File: src/hdl/pgr_pkg.sv
// ==========================================================
// shared constants for power-good / reset / standby control
package pgr_pkg;
  localparam int unsigned CLK_HZ = 20000000;
  // minimum low time of supply good before park (ns)
  localparam int unsigned LOW_QUAL_NS = 4000;
  // minimum high time of supply good before acknowledge (ns)
  localparam int unsigned HIGH_QUAL_NS = 625;
  localparam int unsigned NS_PER_CYCLE = 1000000000 / CLK_HZ;
  // least times round up
  localparam int unsigned LOW_QUAL_CYC = (LOW_QUAL_NS + NS_PER_CYCLE - 1) / NS_PER_CYCLE;
  localparam int unsigned HIGH_QUAL_CYC = (HIGH_QUAL_NS + NS_PER_CYCLE - 1) / NS_PER_CYCLE;
  localparam int unsigned CNT_W = 8;
  localparam int unsigned SYNC_STAGES = 2;
  // default length of the park handshake timeout in cycles
  localparam int unsigned PARK_TIMEOUT_CYC = 255;
  typedef enum logic [2:0] {
    PGR_RESET,
    PGR_RUN,
    PGR_PARK,
    PGR_CTRL_RST
  } pgr_state_t;
endpackage : pgr_pkg

File: src/hdl/pgr_ctrl.sv
`timescale 1ns/1ps
module pgr_ctrl
  import pgr_pkg::*;
#(
  parameter int unsigned LOW_CYC = LOW_QUAL_CYC,
  parameter int unsigned HIGH_CYC = HIGH_QUAL_CYC,
  parameter int unsigned PARK_TO_CYC = PARK_TIMEOUT_CYC
) (
  input wire logic core_clk,
  input wire logic rst,
  input wire logic supply_good_in,
  input wire logic supply_on_sense_in,
  input wire logic active_sel_in,
  input wire logic park_done,
  output logic park_req,
  output logic ctrl_reset,
  output logic active_mode,
  output logic supply_on_sense,
  output pgr_pkg::pgr_state_t state
);
  import pgr_pkg::*;

  // ==========================================================
  // input synchronisers
  logic good_s;
  logic sense_s;
  logic sel_s;

  // synchronise the three pins
  pgr_sync #(.STAGES(SYNC_STAGES), .RST_VAL(1'b0)) u_good (
    .core_clk(core_clk),
    .rst(rst),
    .async_in(supply_good_in),
    .sync_out(good_s)
  );
  pgr_sync #(.STAGES(SYNC_STAGES), .RST_VAL(1'b0)) u_sense (
    .core_clk(core_clk),
    .rst(rst),
    .async_in(supply_on_sense_in),
    .sync_out(sense_s)
  );
  pgr_sync #(.STAGES(SYNC_STAGES), .RST_VAL(1'b0)) u_sel (
    .core_clk(core_clk),
    .rst(rst),
    .async_in(active_sel_in),
    .sync_out(sel_s)
  );

  // ==========================================================
  // qualification counters and sequencer
  logic [CNT_W-1:0] cnt_reg;
  logic [CNT_W-1:0] cnt_next;
  pgr_state_t st_reg;
  pgr_state_t st_next;
  logic park_reg;
  logic park_next;
  logic crst_reg;
  logic crst_next;
  logic act_reg;
  logic act_next;
  logic sense_reg;
  logic sense_next;

  localparam logic [CNT_W-1:0] LOW_LAST = CNT_W'(LOW_CYC - 1);
  localparam logic [CNT_W-1:0] HIGH_LAST = CNT_W'(HIGH_CYC - 1);
  localparam logic [CNT_W-1:0] PARK_LAST = CNT_W'(PARK_TO_CYC - 1);

  // next state of the sequencer
  always_comb begin
    st_next = st_reg;
    cnt_next = cnt_reg;
    case (st_reg)
      PGR_RESET: begin
        if (!good_s) begin
          cnt_next = '0;
        end else if (cnt_reg == HIGH_LAST) begin
          st_next = PGR_RUN;
          cnt_next = '0;
        end else begin
          cnt_next = cnt_reg + CNT_W'(1);
        end
      end
      PGR_RUN: begin
        if (good_s) begin
          cnt_next = '0; // short low pulses dropped
        end else if (cnt_reg == LOW_LAST) begin
          st_next = PGR_PARK;
          cnt_next = '0;
        end else begin
          cnt_next = cnt_reg + CNT_W'(1);
        end
      end
      PGR_PARK: begin
        if (park_done || cnt_reg == PARK_LAST) begin
          st_next = PGR_CTRL_RST; // park then reset
          cnt_next = '0;
        end else begin
          cnt_next = cnt_reg + CNT_W'(1);
        end
      end
      PGR_CTRL_RST: begin
        st_next = PGR_RESET; // full reset held in reset state
        cnt_next = '0;
      end
      default: begin
        st_next = PGR_RESET;
        cnt_next = '0;
      end
    endcase
    park_next = (st_next == PGR_PARK);
    crst_next = (st_next == PGR_RESET) || (st_next == PGR_CTRL_RST);
    // active only when running and selected
    act_next = (st_next == PGR_RUN) && sel_s;
    sense_next = sense_s;
  end

  // register the sequencer
  always_ff @(posedge core_clk) begin
    if (rst) begin
      st_reg <= PGR_RESET;
      cnt_reg <= '0;
      park_reg <= 1'b0;
      crst_reg <= 1'b1;
      act_reg <= 1'b0;
      sense_reg <= 1'b0;
    end else begin
      st_reg <= st_next;
      cnt_reg <= cnt_next;
      park_reg <= park_next;
      crst_reg <= crst_next;
      act_reg <= act_next;
      sense_reg <= sense_next;
    end
  end

  // outputs from flops
  assign park_req = park_reg;
  assign ctrl_reset = crst_reg;
  assign active_mode = act_reg;
  assign supply_on_sense = sense_reg;
  assign state = st_reg;

  // ==========================================================
  // assertion helper: run of high supply good samples
  logic [CNT_W-1:0] hi_run_reg;
  logic [CNT_W-1:0] hi_run_next;

  // count consecutive high samples, saturating
  always_comb begin
    hi_run_next = hi_run_reg;
    if (!good_s) begin
      hi_run_next = '0;
    end else if (hi_run_reg != '1) begin
      hi_run_next = hi_run_reg + CNT_W'(1);
    end
  end

  // register the helper count
  always_ff @(posedge core_clk) begin
    if (rst) begin
      hi_run_reg <= '0;
    end else begin
      hi_run_reg <= hi_run_next;
    end
  end

  // ==========================================================
  // assertions
  property p_low_park;
    @(posedge core_clk) disable iff (rst)
      (st_reg == PGR_RUN && !good_s && cnt_reg == LOW_LAST) |=> park_reg;
  endproperty
  a_low_park: assert property (p_low_park) else $error("park not raised after low time");

  property p_glitch;
    @(posedge core_clk) disable iff (rst)
      (st_reg == PGR_RUN && good_s) |=> (st_reg == PGR_RUN && cnt_reg == '0);
  endproperty
  a_glitch: assert property (p_glitch) else $error("glitch not ignored");

  property p_hold_rst;
    @(posedge core_clk) disable iff (rst)
      (st_reg == PGR_RESET && !good_s) |=> (st_reg == PGR_RESET && ctrl_reset);
  endproperty
  a_hold_rst: assert property (p_hold_rst) else $error("left reset while supply low");

  property p_ack;
    @(posedge core_clk) disable iff (rst)
      $rose(st_reg == PGR_RUN) |-> $past(good_s, 1) && !ctrl_reset && (hi_run_reg > HIGH_LAST);
  endproperty
  a_ack: assert property (p_ack) else $error("acknowledged early");

  property p_active;
    @(posedge core_clk) disable iff (rst)
      (st_next == PGR_RUN && sel_s) |=> active_mode;
  endproperty
  a_active: assert property (p_active) else $error("active mode not entered");

  property p_standby;
    @(posedge core_clk) disable iff (rst)
      !sel_s |=> !active_mode;
  endproperty
  a_standby: assert property (p_standby) else $error("standby not entered");

  property p_park_then_rst;
    @(posedge core_clk) disable iff (rst)
      (st_reg == PGR_PARK && park_done) |=> ##1 (ctrl_reset && !park_req);
  endproperty
  a_park_then_rst: assert property (p_park_then_rst) else $error("no reset after park");

  property p_sync;
    @(posedge core_clk) disable iff (rst)
      sense_reg == $past(supply_on_sense_in, 3) || $past(rst, 3);
  endproperty
  a_sync: assert property (p_sync) else $error("sense path latency wrong");
endmodule : pgr_ctrl

File: src/hdl/pgr_sync.sv
`timescale 1ns/1ps
// ==========================================================
// two-flop synchroniser for one asynchronous level
module pgr_sync #(
  parameter int unsigned STAGES = 2,
  parameter logic RST_VAL = 1'b0
) (
  input wire logic core_clk,
  input wire logic rst,
  input wire logic async_in,
  output logic sync_out
);
  logic [STAGES-1:0] chain_reg;
  logic [STAGES-1:0] chain_next;

  // shift in the pin level
  always_comb begin
    chain_next = {chain_reg[STAGES-2:0], async_in};
  end

  // register the chain
  always_ff @(posedge core_clk) begin
    if (rst) begin
      chain_reg <= {STAGES{RST_VAL}};
    end else begin
      chain_reg <= chain_next;
    end
  end

  assign sync_out = chain_reg[STAGES-1]; // only the last stage is read
endmodule : pgr_sync

File: config.mk
export PLATFORM = sky130hd
export DESIGN_NAME = pgr_ctrl
export DESIGN_NICKNAME = d
export VERILOG_FILES = /design/src/hdl/pgr_pkg.sv /design/src/hdl/pgr_ctrl.sv /design/src/hdl/pgr_sync.sv
export SDC_FILE = /design/constraint.sdc
export NUM_CORES = 1
export LEC_CHECK = 0
export ABC_AREA = 1
export BUFFER_PORTS_ARGS = -buffer_cell sky130_fd_sc_hd__buf_2
export CELL_PAD_IN_SITES_DETAIL_PLACEMENT = 1
export CELL_PAD_IN_SITES_GLOBAL_PLACEMENT = 2
export CORE_MARGIN = 8
export CORE_UTILIZATION = 32
export DETAILED_ROUTE_END_ITERATION = 12
export HOLD_SLACK_MARGIN = 0.06
export PLACE_DENSITY_LB_ADDON = 0.15
export SLEW_MARGIN = 20
export SYNTH_ARGS = -nofsm -noshare
export SYNTH_HDL_FRONTEND = slang
export SYNTH_SLANG_ARGS = --single-unit
File: constraint.sdc
create_clock -name core_clk -period 1.5 [get_ports core_clk]
set_input_delay 0.225 -clock core_clk [delete_from_list [all_inputs] [get_ports core_clk]]
set_output_delay 0.225 -clock core_clk [all_outputs]
set_load 0.02 [all_outputs]
==> impl_results.md <==
* Die height at 72.1 um
* Initial Util at 33.2%
* Crit path time final at 1.39 ns
* Worst EP required at 1.71 ns
* DIE AREA at 5190 um2
* Synth cell types at 24
* Drt total wl at 2170 um
* Worst reg2reg path startpoint: cnt_reg[1]
* Worst slew margin at 63.3%
* Sink Count at 21
* ANT cells at 0
* Layout cell share with drive strength beyond 1 at 26.0%
* Endpoints failing setup at 0
* Hold Fails Final Rpt at 0
* GRT Max-Usage Layer: met2
* Maximum operating frequency at 0.721 GHz
* Area post-placement at 1140 um2
* Drt drc at 0
* Max FFs per register at 8
* Gpl congestion at 0.840
* Final WS setup at 0.113 ns
* Post-synthesis cell area at 1010 um2
* Worst slack at placement at 0.0393 ns
* VDD IR-drop max at 0.407 mV
* Post-DRT Antenna Nets at 0
* Placed instance count at 190
* Synth area leader: dfxtp_1
* Fill cells at 393
* CP Max Fanout at 4
* Routed WL per cell at 11.2 um
* Fin nets at 160
* PD cells at 756 nW/um2
* Fin. max-slew vios at 0
* Met2 usage at 16.0%
* Met3 Use GR at 2.89%
* Clock latency reported for the late side of the worst-skew pair at 0.30 ns
* Vias per inst at 4.39
* RSZ-0062 raised after global routing: no
* Final Cell Area at 1180 um2
* Worst Hold Class: input pin to flip-flop
* Setup crit end: ctrl_reset
* Worst Hold Margin at 0.112 ns
* Tcrit/Tclk final at 92.5%
* Vias at 852
* Kind of critical path: flip-flop to flip-flop
* EDFF count, synth at 0
* Drt first-iter violations at 32
* Syn-to-layout area delta at 17.7%
* Synth top area share at 41.8%
* Finished Layout Cells at 194
* TNS Setup at 0 ns
* Setup crit start kind: flip-flop
* Reg2reg setup slack at 0.11 ns
* Count leader, synth: inv_1
* Die width at 72.1 um
* Mean Syn Cell Area at 7.62 um2
* Total gr overflow at 0
* Initial antenna violation count at 0
* Top_reg_cell synth: dfxtp_1
* Async SR Flop Fraction at 0%
* Htree depth at 1
* First-pass GRT wire length at 4020 um
* GRT met1 Usage at 11.4%
* Clock Tree Root: clkbuf_4
* Worst-Margin Slew at 0.548 ns
* # IOs at 13
* CP endpoint kind: flip-flop
* Status: finished clean
* Post-synth top cells: inv_1, dfxtp_1, nor2_1
* Yosys warning total at 0
* Top post-synthesis cells by area: dfxtp_1, inv_1, nor2_1, nand2_1, nand3_1
* Reg clk slew, reported paths at 0.12 ns
* Clock Skew at 0.00197 ns
* Count of input and output buffers at 12
* Critical R2R Capture: ctrl_reset
* Arrival time at the worst endpoint at 1.59 ns
* Bufs on Longest Clock Path at 2
* Largest net degree at the start of global routing at 13
* TritonCTS clock tree: yes
* Total of max-cap violations at 0
* Path depth of the worst reg2reg path at 8
* FP Rows at 20
* Half-perimeter wire length after placement at 1810 um
* Num CTS Buffers at 3
* Sequential area share after synthesis at 41.8%
* GRT Util Overall at 9.69%
* Synth Net Count at 141
* Mapped Cells at 132
* Core footprint at 3030 um2
* Crit path from: cnt_reg[1]
* Vias in the first global route at 887
* Yosys reg bits at 21
* 1st-pass router iterations at 4
* P_leak at 0.566 nW
[metrics by stage]
step / util (%) / total power (W)
2_1_floorplan: - / 0.000616
3_3_place_gp: 37.5 / 0.000631
3_5_place_dp: 37.5 / 0.000632
4_1_cts: 38.4 / 0.000919
5_1_grt: 39.1 / 0.000941
6_report: 39.1 / 0.000895
[power by group]
part           switching (W)  leakage [nW]  internal [W]
Combinational      0.0000289         0.376     0.0000174
Sequential        0.00000505         0.172      0.000568
Clock               0.000176        0.0177     0.0000994
Total               0.000210         0.566      0.000685
[how the worst min path moves through the flow]
stage / from / endpoint / depth (start not counted)
after detailed placement: u_sense.chain_reg[0] / u_sense.chain_reg[1] / 2
after global placement: u_good.chain_reg[0] / u_good.chain_reg[1] / 2
final: active_sel_in / u_sel.chain_reg[0] / 3
after CTS: active_sel_in / u_sel.chain_reg[0] / 3
after floorplan: supply_good_in / u_good.chain_reg[0] / 2
after global routing: active_sel_in / u_sel.chain_reg[0] / 3
[cell type report]
cell class,count,area [um2],share of cell area (%)
well taps,44,55.1,4.65
multi-input cells,83,494,41.8
inverters,27,101,8.56
flip-flops and latches,21,423,35.7
repair buffers,15,82.6,6.98
clock buffers,3,22.5,1.90
clock inverters,1,5.00,0.423
[worst max-delay path, stage by stage (launching register included)]
cell and delay [ns]:
dfxtp_2 0.37, ha_2 0.21, inv_1 0.08, nor2_4 0.12, nand4_1 0.11, nand2_1 0.11, nand3_1 0.11, nor2_2 0.13
nor2_1 0.04
[cells by family after synthesis]
group	count (synthesis)	share of synthesized area [%]
compound gates	4	2.24
xor+xnor	5	4.35
fa+ha+maj	3	3.73
buf+inv	28	10.8
flops	21	41.8
other cells	1	0.373
simple gates	70	36.7
[layer usage]
| layer | routed length (um) | up-vias |
|---|---|---|
| met5 | 0 | - |
| met4 | 23 | 0 |
| met3 | 92 | 4 |
| met2 | 1060 | 13 |
| met1 | 993 | 395 |
| li1 | - | 440 |
[what timing repair did]
action                     in CTS  in global routing
hold buffers                    0                  0
gates resized for setup         0                  8
setup endpoints to repair       0                 12
setup buffers                   0                  0
[layout by cell type (no fill, tap or decap), drive strengths merged]
cell type  netlist  layout
or2              1       1
conb             1       1
inv             27      27
nand2           19      19
buf              1      15
nand4            7       7
nor2            26      26
nand3           14      14
dfxtp           21      21
clkbuf           0       3
o21ai            1       1
a21oi            2       2
ha               3       3
xor2             4       4
and2             1       1
nor3             2       2
xnor2            1       1
clkinv           0       1
a211oi           1       1
No activity file was read; power rests on OpenSTA's default activity.
